File: config.mk
export PLATFORM = sky130hd
export DESIGN_NAME = bfrc_ctrl
export DESIGN_NICKNAME = d
export VERILOG_FILES = /design/src/hw/bfrc_counter.v /design/src/hw/bfrc_ctrl.v
export VERILOG_INCLUDE_DIRS = /design/src /design/src/hw
export SDC_FILE = /design/constraint.sdc
export NUM_CORES = 1
export LEC_CHECK = 0
export ABC_CLOCK_PERIOD_IN_PS = 3400
export BUFFER_PORTS_ARGS = -buffer_cell sky130_fd_sc_hd__buf_2
export CAP_MARGIN = 20
export CORE_MARGIN = 2
export CORE_UTILIZATION = 40
export CTS_BUF_LIST = sky130_fd_sc_hd__clkbuf_4 sky130_fd_sc_hd__clkbuf_8
export CTS_CLUSTER_DIAMETER = 100
export CTS_CLUSTER_SIZE = 25
export DETAILED_ROUTE_END_ITERATION = 16
export PLACE_DENSITY = 0.69
export SYNTH_ARGS = -nofsm -noshare
export SYNTH_HDL_FRONTEND = slang
export SYNTH_SLANG_ARGS = --single-unit
File: constraint.sdc
create_clock -name clk -period 3.4 [get_ports clk]
set_clock_uncertainty 0.05 [all_clocks]
set_input_delay 0.34 -clock clk [delete_from_list [all_inputs] [get_ports clk]]
set_output_delay 0.34 -clock clk [all_outputs]
set_load 0.05 [all_outputs]
File: src/hw/bfrc_map.vh
// constants for the burst flash read controller
`ifndef BFRC_MAP_VH
`define BFRC_MAP_VH

// ----------------------------------------------------------------
// register byte offsets
// ----------------------------------------------------------------
`define BFRC_CTRL_OFS      3'h0
`define BFRC_STAT_OFS      3'h4

// ----------------------------------------------------------------
// register fields and reset values
// ----------------------------------------------------------------
`define BFRC_CTRL_FAST_BIT 0
`define BFRC_CTRL_RESET    1'h0
`define BFRC_STAT_FAST_BIT 0
`define BFRC_STAT_ST_LO    4
`define BFRC_STAT_ST_HI    5
`define BFRC_STAT_CT_LO    8
`define BFRC_STAT_CT_HI    9
`define BFRC_STAT_N_LO     12
`define BFRC_STAT_N_HI     16

// ----------------------------------------------------------------
// cycle numbers within a transaction (n counts edges from start)
// ----------------------------------------------------------------
`define BFRC_N_START       5'h01
`define BFRC_N_MAX         5'h1F
`define BFRC_SLOW_ADV_ON   5'h03
`define BFRC_OE_ON         5'h04
`define BFRC_SLOW_RDY_ON   5'h06
`define BFRC_FAST_RDY_ON   5'h04
`define BFRC_WE_ON         5'h02
`define BFRC_WE_OFF        5'h03
`define BFRC_WR_RDY        5'h04

`endif

File: src/hw/bfrc_counter.v
// two-bit burst counter that feeds the flash low address lines
`timescale 1ns/1ps

module bfrc_counter #(
  parameter CW = 2
) (
  // clock and reset
  input  wire          clk,
  input  wire          arst_n,
  // control
  input  wire          load,
  input  wire [CW-1:0] load_value,
  input  wire          inc,
  // count out
  output reg  [CW-1:0] count
);

  // ----------------------------------------------------------------
  // modulo increment
  // ----------------------------------------------------------------
  // wraps at 2**CW so any start value walks a full burst
  function [CW-1:0] wrap_inc;
    input [CW-1:0] v;
    begin
      wrap_inc = v + {{(CW-1){1'b0}}, 1'b1};
    end
  endfunction

  // ----------------------------------------------------------------
  // counter register
  // ----------------------------------------------------------------
  // load takes priority over a plain step
  always @(posedge clk or negedge arst_n) begin
    if (!arst_n) begin
      count <= {CW{1'b0}}; // RULE16
    end else if (load) begin
      count <= load_value;
    end else if (inc) begin
      count <= wrap_inc(count); // RULE17
    end
  end

endmodule

File: src/hw/bfrc_ctrl.v
// burst flash read controller: processor bus to synchronous flash
// Operation
// (RULE1) idle holds latch, address valid, direct path
// (RULE2) flash chip enable active while idle
// (RULE3) read start loads counter plus one
// (RULE4) slow mode: valid off, counter path at 1
// (RULE5) counter drives low address until end
// (RULE6) slow mode: valid on odd, off even cycles
// (RULE7) counter steps only while valid asserted; the code also steps it in a write on each non-last ready, with valid off
// (RULE8) output enable asserted from cycle 4
// (RULE9) slow mode: ready at 6, 8, 10, 12
// (RULE10) burst last with ready ends transaction
// (RULE11) fast mode: valid held, no stretching
// (RULE12) fast mode: ready at 4, 5, 6, 7
// (RULE13) write: counter and select before write enable
// (RULE14) fast select resets 0, set by software
// (RULE15) ready inserts wait states for transfers
// (RULE16) reset gives idle, slow mode, counter clear
// (RULE17) burst counter wraps modulo four
//
// Register access over Avalon-MM and the address map were left to the implementer.
`timescale 1ns/1ps
`include "bfrc_map.vh"

module bfrc_ctrl #(
  parameter CW = 2,
  parameter NW = 5
) (
  // clock and reset
  input  wire          clk,
  input  wire          arst_n,
  // avalon-mm slave
  input  wire [2:0]    avs_address,
  input  wire          avs_read,
  input  wire          avs_write,
  input  wire [31:0]   avs_writedata,
  input  wire [3:0]    avs_byteenable,
  output reg  [31:0]   avs_readdata,
  output reg           avs_waitrequest,
  // processor bus, same clock
  input  wire          cpu_addr_strobe_n,
  input  wire          cpu_write,
  input  wire [CW-1:0] cpu_low_addr,
  input  wire          cpu_chip_select_n,
  input  wire          cpu_burst_last_n,
  output reg           cpu_ready_n,
  // address path control
  output reg           address_latch_open,
  output reg           address_path_select,
  output wire [CW-1:0] burst_counter,
  // flash control
  output reg           flash_addr_valid_n,
  output reg           flash_ce_n,
  output reg           flash_oe_n,
  output reg           flash_we_n
);

  // ----------------------------------------------------------------
  // states
  // ----------------------------------------------------------------
  localparam ST_IDLE  = 2'h0; // anticipating a flash access
  localparam ST_READ  = 2'h1; // burst read in progress
  localparam ST_WRITE = 2'h2; // write in progress

  // ----------------------------------------------------------------
  // declarations
  // ----------------------------------------------------------------
  reg  [1:0]    state;         // current state
  reg  [1:0]    next_state;    // state after this edge
  reg  [NW-1:0] n;             // cycle number in transaction
  reg  [NW-1:0] next_n;        // cycle number after this edge
  reg           fast_sel;      // software fast select bit
  reg           fast_act;      // mode in force for this access
  reg           next_valid_n;  // next address valid strobe
  reg           next_oe_n;     // next output enable
  reg           next_we_n;     // next write enable
  reg           next_ready_n;  // next processor ready
  reg           next_latch;    // next latch open
  reg           next_path;     // next direct path select
  reg           cnt_load;      // counter load this edge
  reg  [CW-1:0] cnt_value;     // counter load value
  reg           cnt_inc;       // counter step this edge
  wire          start_rd;      // read begins at this edge
  wire          start_wr;      // write begins at this edge
  wire          beat_done;     // processor took a transfer
  wire          bus_req;       // avalon request present
  wire          bus_take;      // avalon request taken now
  reg  [31:0]   next_rdata;    // read data decode

  // ----------------------------------------------------------------
  // helpers
  // ----------------------------------------------------------------
  // saturating step of the cycle number
  function [NW-1:0] n_step;
    input [NW-1:0] v;
    begin
      if (v == `BFRC_N_MAX) begin
        n_step = v;
      end else begin
        n_step = v + {{(NW-1){1'b0}}, 1'b1};
      end
    end
  endfunction

  // ready due in a read at cycle v
  function rd_ready_due;
    input          fast;
    input [NW-1:0] v;
    begin
      if (fast) begin
        rd_ready_due = (v >= `BFRC_FAST_RDY_ON); // RULE12
      end else begin
        rd_ready_due = (v >= `BFRC_SLOW_RDY_ON) && !v[0]; // RULE9
      end
    end
  endfunction

  // ----------------------------------------------------------------
  // transaction detection
  // ----------------------------------------------------------------
  // strobe sampled with direction: 0 read, 1 write
  assign start_rd = (state == ST_IDLE) && !cpu_addr_strobe_n &&
                    !cpu_chip_select_n && !cpu_write; // RULE3
  assign start_wr = (state == ST_IDLE) && !cpu_addr_strobe_n &&
                    !cpu_chip_select_n && cpu_write;
  // a transfer completes on the edge that sees our ready low
  assign beat_done = !cpu_ready_n;

  // ----------------------------------------------------------------
  // next state and cycle number
  // ----------------------------------------------------------------
  always @* begin
    next_state = state;
    next_n     = n;
    case (state)
      ST_IDLE: begin
        if (start_rd) begin
          next_state = ST_READ;
          next_n     = `BFRC_N_START;
        end else if (start_wr) begin
          next_state = ST_WRITE;
          next_n     = `BFRC_N_START;
        end else begin
          next_n     = {NW{1'b0}};
        end
      end
      ST_READ: begin
        if (beat_done && !cpu_burst_last_n) begin
          next_state = ST_IDLE; // RULE10
          next_n     = {NW{1'b0}};
        end else begin
          next_n     = n_step(n);
        end
      end
      ST_WRITE: begin
        if (beat_done && !cpu_burst_last_n) begin
          next_state = ST_IDLE; // RULE10
          next_n     = {NW{1'b0}};
        end else if (beat_done) begin
          next_n     = `BFRC_N_START; // next write beat
        end else begin
          next_n     = n_step(n);
        end
      end
      default: begin
        next_state = ST_IDLE;
        next_n     = {NW{1'b0}};
      end
    endcase
  end

  // ----------------------------------------------------------------
  // next output values, taken from next state and cycle
  // ----------------------------------------------------------------
  always @* begin
    next_valid_n = 1'b1;
    next_oe_n    = 1'b1;
    next_we_n    = 1'b1;
    next_ready_n = 1'b1;
    next_latch   = 1'b0;
    next_path    = 1'b0; // counter feeds flash low lines
    case (next_state)
      ST_IDLE: begin
        next_valid_n = 1'b0; // RULE1
        next_latch   = 1'b1; // RULE1
        next_path    = 1'b1; // RULE1
      end
      ST_READ: begin
        // path stays on the counter for the whole read
        next_path = 1'b0; // RULE4 RULE5
        if (fast_act) begin
          next_valid_n = 1'b0; // RULE11
        end else begin
          // off at 1, 2, 4, 6, 8; on at 3, 5, 7
          next_valid_n = !((next_n >= `BFRC_SLOW_ADV_ON) &&
                           next_n[0]); // RULE4 RULE6
        end
        next_oe_n    = !(next_n >= `BFRC_OE_ON); // RULE8
        next_ready_n = !rd_ready_due(fast_act, next_n); // RULE15
      end
      ST_WRITE: begin
        // counter settles one edge before the enable drops
        next_we_n    = !((next_n >= `BFRC_WE_ON) &&
                         (next_n <= `BFRC_WE_OFF)); // RULE13
        next_ready_n = !(next_n == `BFRC_WR_RDY); // RULE15
      end
      default: begin
        next_valid_n = 1'b1;
      end
    endcase
  end

  // ----------------------------------------------------------------
  // burst counter control
  // ----------------------------------------------------------------
  always @* begin
    cnt_load  = 1'b0;
    cnt_value = cpu_low_addr;
    cnt_inc   = 1'b0;
    if (start_rd) begin
      // processor supplies the first address, so skip past it
      cnt_load  = 1'b1;
      cnt_value = cpu_low_addr + {{(CW-1){1'b0}}, 1'b1}; // RULE3
    end else if (start_wr) begin
      cnt_load  = 1'b1; // RULE13
    end else if (state == ST_READ) begin
      cnt_inc   = !flash_addr_valid_n; // RULE7
    end else if (state == ST_WRITE) begin
      cnt_inc   = beat_done && cpu_burst_last_n;
    end
  end

  // burst counter instance
  bfrc_counter #(
    .CW (CW)
  ) u_counter (
    .clk        (clk),
    .arst_n     (arst_n),
    .load       (cnt_load),
    .load_value (cnt_value),
    .inc        (cnt_inc),
    .count      (burst_counter)
  );

  // ----------------------------------------------------------------
  // state and control registers
  // ----------------------------------------------------------------
  always @(posedge clk or negedge arst_n) begin
    if (!arst_n) begin
      state    <= ST_IDLE; // RULE16
      n        <= {NW{1'b0}};
      fast_act <= `BFRC_CTRL_RESET; // RULE16
    end else begin
      state <= next_state;
      n     <= next_n;
      // mode only changes between transactions
      if (state == ST_IDLE && !start_rd && !start_wr) begin
        fast_act <= fast_sel; // RULE14
      end
    end
  end

  // ----------------------------------------------------------------
  // output registers
  // ----------------------------------------------------------------
  always @(posedge clk or negedge arst_n) begin
    if (!arst_n) begin
      flash_addr_valid_n  <= 1'b0; // RULE1
      address_latch_open  <= 1'b1; // RULE1
      address_path_select <= 1'b1; // RULE1
      flash_ce_n          <= 1'b0; // RULE2
      flash_oe_n          <= 1'b1; // RULE16
      flash_we_n          <= 1'b1;
      cpu_ready_n         <= 1'b1; // RULE16
    end else begin
      flash_addr_valid_n  <= next_valid_n;
      address_latch_open  <= next_latch;
      address_path_select <= next_path;
      flash_ce_n          <= 1'b0; // RULE2
      flash_oe_n          <= next_oe_n;
      flash_we_n          <= next_we_n;
      cpu_ready_n         <= next_ready_n;
    end
  end

  // ----------------------------------------------------------------
  // avalon-mm slave
  // ----------------------------------------------------------------
  // one wait state: waitrequest drops for one cycle per request
  assign bus_req  = avs_read || avs_write;
  assign bus_take = bus_req && !avs_waitrequest;

  // read data decode, unmapped reads as zero
  always @* begin
    next_rdata = 32'h00000000;
    case (avs_address)
      `BFRC_CTRL_OFS: begin
        next_rdata[`BFRC_CTRL_FAST_BIT] = fast_sel;
      end
      `BFRC_STAT_OFS: begin
        next_rdata[`BFRC_STAT_FAST_BIT] = fast_act;
        next_rdata[`BFRC_STAT_ST_HI:`BFRC_STAT_ST_LO] = state;
        next_rdata[`BFRC_STAT_CT_HI:`BFRC_STAT_CT_LO] = burst_counter;
        next_rdata[`BFRC_STAT_N_HI:`BFRC_STAT_N_LO]   = n;
      end
      default: begin
        next_rdata = 32'h00000000;
      end
    endcase
  end

  // handshake, read data and control register
  always @(posedge clk or negedge arst_n) begin
    if (!arst_n) begin
      avs_waitrequest <= 1'b1;
      avs_readdata    <= 32'h00000000;
      fast_sel        <= `BFRC_CTRL_RESET; // RULE14
    end else begin
      if (bus_req && avs_waitrequest) begin
        avs_waitrequest <= 1'b0;
        avs_readdata    <= next_rdata;
      end else begin
        avs_waitrequest <= 1'b1;
      end
      if (bus_take && avs_write && avs_byteenable[0] &&
          avs_address == `BFRC_CTRL_OFS) begin
        fast_sel <= avs_writedata[`BFRC_CTRL_FAST_BIT]; // RULE14
      end
    end
  end

endmodule

==> run metrics, run 1 <==
PwrDens about 800 nW/um^2; total power 1.42 mW; Clk Latency, worst-skew pair around 0.27 ns; final WL just under 3000 um; gr usage total about 12%; Crit path buffers/inverters 2; fin. max-slew vios 0; initial antenna violation count 0; Worst Reg-to-Reg Cells 11; RSZ-0062 raised after global routing false; CP cell instances inv_1, ha_1, or3b_1, nor2_1, a21oi_2, or2_1, ha_1, inv_1, or3_1, nor4b_1, o21ai_1; Die Width around 70 um; WL/cell 12.2 um; # DRC 0; DIE AREA around 4700 um^2; Worst Setup Path Type register to register; Setup crit end cpu_ready_n; CTS Hold Bufs 0; Post-synth EDFFs 0; most common cell after layout, fill and taps aside buf_2; # Post-CTS Setup Buffers 0; share of cells above drive strength 1 26.8%; via count approximately 1200; post-synth cell types 43; busiest grt layer met2; Core ar. between 3000 and 4000 um^2; Max Cap Viol 0; async set-reset flop share out of synthesis 100%; Syn-to-layout area delta 8.04%; most frequent cells in the layout buf_2, conb_1, dfrtp_1, nand2_1, a22o_1; grt met1 use between 10% and 20%; Via density a little under 5; DR pass1 iterations 4; H-tree depth 1; clk buf depth 2; crit-path max cell delay 0.46 ns; TritonCTS clock tree built; Lkg Pwr 0.883 nW; Yosys reg bits 27; reg-to-reg critical path startpoint state[1]; Critical Path RT 3.55 ns; Mapped Area roughly 1600 um^2; I/O pin total 91; Nets around 250; Fmax ~0.34 GHz; Worst Max-Slew Pin Slew roughly 1 ns; Crit path depth 11; PostCTS Resize Cnt 0; root buf cell clkbuf_8; CP startpoint kind register; Worst VDD drop between 0.2 and 0.25 mV; Worst Setup End Kind register; Initial Util ~42%; number of setup violations in the final report 0; Reg power frac 34.2%; Syn Area/Cell about 10 um^2; register area share after synthesis 41.4%; first-pass GRT wire length 4300 um; Die Span Y 68.2 um; Rows 23; DP HPWL around 2200 um; total internal power roughly 730 uW; Port Buffer Count 33; Cell Area, Placed 1740 um^2; CTS sink count 27; Mapped Cells approximately 160; # diodes 0; pin count of the biggest net entering global routing 28; total congestion overflow 0; final hold violation count 0; switching share of power 48.4%; Num CTS Buffers 3; CP max FO 7; GPL Wtd Cong about 0.8; ys flop type dfrtp_1; slowest CP cell or3b_1; Iter 0 DRT Violations 53; vias in the first global route approximately 1000; met2 usage approximately 21%; Antenna Nets Post-Route 0; CP arrival slightly above 3 ns; Reg-to-Reg End cpu_ready_n; met3 global-route usage around 2.6%; Final Cell Area between 1500 and 2000 um^2; total negative slack 0 ns; final worst path period share a little under nine tenths; Combinational Power Share 52.9%; status complete, no violations; number of synthesis warnings 0; Final min period 2.92 ns; largest delay contributor family on the critical path simple AND/OR/NAND/NOR gates; Max-slew headroom 31.4%; Clock Power Share around an eighth; Reg clk slew, reported paths about 0.090 ns; net switching power between 600 and 700 uW; crit path launch state[1]; min-delay worst type input pin to asynchronous set/reset pin; Reg2Reg Setup Slack 0.48 ns
==> worst reg2reg max path, cell delays in order (launching register included) <==
cell and delay, ns:
dfrtp_1 0.43, inv_1 0.13, ha_1 0.22, or3b_1 0.46, nor2_1 0.15, a21oi_2 0.05
or2_1 0.23, ha_1 0.31, inv_1 0.05, or3_1 0.36, nor4b_1 0.27, o21ai_1 0.12
==> synth_stat cells (all sizes together), types with 3 or more instances <==
cell    number  share of area [%]
dfstp        5                8.0
a22o         9                4.8
o21ai        8                2.4
dfrtp       22                 33
buf         30                 13
xnor2        3                1.6
or2          3                1.1
nand2b       3                1.1
a31oi        4                1.5
nor4b        3                2.5
a21oi        9                3.0
inv          5                1.1
nor3         3                1.2
ha           8                6.1
nand2       10                2.3
nor2         8                1.8
mux2         3                2.0
==> worst min-delay path by stage <==
stage                       from         endpoint  slack, ns  cells past startpoint
after floorplan           arst_n  avs_readdata[0]     -0.006                      0
after global placement    arst_n             n[4]       0.33                      1
after detailed placement  arst_n             n[4]       0.33                      1
after CTS                 arst_n             n[4]       0.02                      1
after global routing      arst_n             n[4]       0.05                      1
final                     arst_n             n[4]      0.007                      1
==> sequential cells by signal, indices dropped and copies added (netlist names) <==
name,cells
u_counter.count,2
address_path_select,1
fast_act,1
avs_waitrequest,1
fast_sel,1
state,2
flash_we_n,1
flash_oe_n,1
cpu_ready_n,1
flash_addr_valid_n,1
n,5
avs_readdata,10
==> per-stage QoR <==
| stage | instances | util, % | hold slack, ns | setup WS, ns |
|---|---|---|---|---|
| 3_5_place_dp | 236 | 43.7 | 0.327 | 0.511 |
| 2_1_floorplan | 184 | - | -0.00559 | 0.737 |
| 5_1_grt | 240 | 44.9 | 0.0498 | 0.304 |
| 6_report | 240 | 44.9 | 0.00711 | 0.479 |
| 4_1_cts | 240 | 44.9 | 0.0210 | 0.487 |
| 3_3_place_gp | 236 | 43.7 | 0.325 | 0.546 |
==> layer usage <==
layer  up-vias  part of all wire, %
li1        586                    -
met1       555                   46
met2        38                   47
met3         5                  6.0
met4         0                  1.5
met5         -                    0
==> final cells by class <==
type / count / area [um^2]
clock inverter: 1 / 5.00
tap: 50 / 62.6
multi-input combinational: 121 / 807
sequential: 27 / 682
timing repair buffer: 33 / 165
fill: 372 / 2190
clock buffer: 3 / 41.3
inverter: 5 / 18.8
==> cell families (layout without fill, tap and decap cells) <==
| family | Yosys count | after routing | synth area share, % |
|---|---|---|---|
| muxes | 5 | 5 | 3.26 |
| and+or+nand+nor | 41 | 41 | 15.9 |
| buffers and inverters | 36 | 42 | 14.7 |
| DFF | 27 | 27 | 41.4 |
| xor gates and xnor gates | 5 | 5 | 2.66 |
| adders and majority gates | 8 | 8 | 6.07 |
| other | 1 | 23 | 0.227 |
| AOI/OAI and AO/OA | 39 | 39 | 15.9 |
==> power groups by stage <==
stage	logic, mW	clock network (mW)	registers (mW)
floorplan	0.510	0	0.605
global placement	0.737	0	0.487
detailed placement	0.749	0	0.490
CTS	0.750	0.192	0.484
global route	0.813	0.205	0.498
finish	0.750	0.184	0.484
No activity file was read; power rests on OpenSTA's default activity.
==> run 2, diff against run 1 <==
--- a/config.mk
+++ b/config.mk
@@ -6,7 +6,7 @@
 export SDC_FILE = /design/constraint.sdc
 export NUM_CORES = 1
 export LEC_CHECK = 0
-export ABC_CLOCK_PERIOD_IN_PS = 3400
+export ABC_CLOCK_PERIOD_IN_PS = 3350
 export BUFFER_PORTS_ARGS = -buffer_cell sky130_fd_sc_hd__buf_2
 export CAP_MARGIN = 20
 export CORE_MARGIN = 2
@@ -16,6 +16,7 @@
 export CTS_CLUSTER_SIZE = 25
 export DETAILED_ROUTE_END_ITERATION = 16
 export PLACE_DENSITY = 0.69
+export REMOVE_ABC_BUFFERS = 1
 export SYNTH_ARGS = -nofsm -noshare
 export SYNTH_HDL_FRONTEND = slang
 export SYNTH_SLANG_ARGS = --single-unit
==> constraint.sdc (replaced) <==
create_clock -name clk -period 3.35 [get_ports clk]
set_clock_uncertainty 0.05 [all_clocks]
set_input_delay 0.335 -clock clk [delete_from_list [all_inputs] [get_ports clk]]
set_output_delay 0.335 -clock clk [all_outputs]
set_load 0.05 [all_outputs]
==> run 2 against run 1 <==
  * Cell area up 0.14%
  * Via count down 2.1%
  * Sequential power up 2%
  * Hold slack worse by 0.0015 ns
  * First-iteration DRC count up 7.5%
  * Critical path depth unchanged
  * Worst setup slack better by 0.0095 ns
  * Register-to-register slack about the same
  * Sequential share of layout area down 0.054 points
  * Maximum frequency up 2.1%
==> run metrics, run 2 (synthesis results as in run 1) <==
clk buf depth 2; DR pass1 iterations 4; most frequent cells in the layout buf_2, conb_1, dfrtp_1, nand2_1, a22o_1; CTS Hold Bufs 0; Die Width approximately 68 um; Critical Path RT 3.49 ns; pin count of the biggest net entering global routing 28; Max Cap Viol 0; gr usage total between 10% and 20%; Reg-to-Reg End cpu_ready_n; register area between 600 and 700 um^2; crit path launch state[0]; reg-to-reg critical path startpoint state[0]; fin. max-slew vios 0; slowest CP cell or3b_1; WL/cell roughly 12 um; final WL 2790 um; Setup crit end cpu_ready_n; first-pass GRT wire length about 4400 um; # diodes 0; Num CTS Buffers 3; Fmax between 0.3 and 0.4 GHz; Initial Util between 40% and 50%; Inst Count DP 236; Crit path depth 11; Rows 23; Max-slew headroom ~30%; Hold Worst Slack ~0.0056 ns; crit-path max cell delay around 0.46 ns; RSZ-0062 raised after global routing false; via count 1159; # Post-CTS Setup Buffers 0; status complete, no violations; total power around 1.4 mW; CP startpoint kind register; Reg clk slew, reported paths around 0.09 ns; Syn-to-layout area delta 8.19%; DP HPWL ~2100 um; CP cell instances inv_1, ha_1, or3b_1, nor2_1, a21oi_2, or2_1, ha_1, inv_1, or3_1, nor4b_1, o21ai_1; initial antenna violation count 0; PwrDens about 800 nW/um^2; most common cell after layout, fill and taps aside buf_2; Worst Setup End Kind register; Worst Reg-to-Reg Cells 11; Cell Area, Placed between 1500 and 2000 um^2; Worst VDD drop about 0.45 mV; Worst Setup Path Type register to register; Nets 248; Antenna Nets Post-Route 0; CP arrival around 3.0 ns; Die Span Y 68.2 um; TritonCTS clock tree built; Iter 0 DRT Violations between 50 and 60; root buf cell clkbuf_8; Reg2Reg Setup Slack between 0.4 and 0.5 ns; total congestion overflow 0; share of cells above drive strength 1 a little over a quarter; CTS sink count 27; H-tree depth 1; CP max FO 7; max reg flops 10; Final Cell Area 1780 um^2; final hold violation count 0; final worst path period share between 80% and 90%; Clk Latency, worst-skew pair 0.26 ns; Final min period between 2 and 3 ns; vias in the first global route approximately 990; Port Buffer Count 33; min-delay worst type input pin to asynchronous set/reset pin; number of setup violations in the final report 0; Non-Filler Instances 240; # DRC 0; DIE AREA 4650 um^2; Worst Max-Slew Pin Slew ~1.0 ns; fillcell total approximately 390; Crit path buffers/inverters 2; GPL Wtd Cong 0.846; I/O pin total 91; Via density about 4.8; Top Registers avs_readdata (10), n (5); PostCTS Resize Cnt 0; total negative slack 0 ns; Multi-input gate area 807 um^2; largest delay contributor family on the critical path simple AND/OR/NAND/NOR gates; Core ar. around 4000 um^2; Biggest register avs_readdata; Lkg Pwr between 0.8 and 0.9 nW
==> run 2: cell count changes in the layout (fill, tap and decap cells not counted), sizes merged <==
cell and delta:
clkbuf +1, clkinv -1
==> run 2: final cells by class <==
cell class	count	area share, %
tap	50	3.51
inverter	5	1.05
clock buffer	4	2.73
timing repair buffer	33	9.26
sequential	27	38.2
multi-input combinational	121	45.2
==> run 2: power by group <==
group	internal, mW	switching (mW)	leakage (nW)
registers	0.410	0.0814	0.346
logic	0.246	0.503	0.511
clock network	0.0931	0.0950	0.0262
==> run 2: stage by stage <==
stage	setup slack, ns	utilization [%]
3_5_place_dp	0.486	43.7
4_1_cts	0.455	44.9
2_1_floorplan	0.710	-
3_3_place_gp	0.503	43.7
5_1_grt	0.284	44.9
6_report	0.488	44.9
==> run 2: how the worst min path moves through the flow <==
stage	slack [ns]	end	start
after CTS	0.04	avs_readdata[14]	arst_n
final	0.006	avs_readdata[14]	arst_n
after floorplan	-0.01	avs_readdata[0]	arst_n
after global routing	0.06	avs_readdata[14]	arst_n
after detailed placement	0.33	avs_readdata[14]	arst_n
after global placement	0.32	avs_readdata[14]	arst_n
==> run 2: per-layer routing <==
metal / vias up / GRT usage (%) / part of all wire [%]
li1: 579 / - / -
met1: 538 / 17.8 / 48
met2: 40 / 19.4 / 45
met3: 2 / 1.97 / 6.8
met4: 0 / 3.00 / 0.47
met5: - / 0 / 0
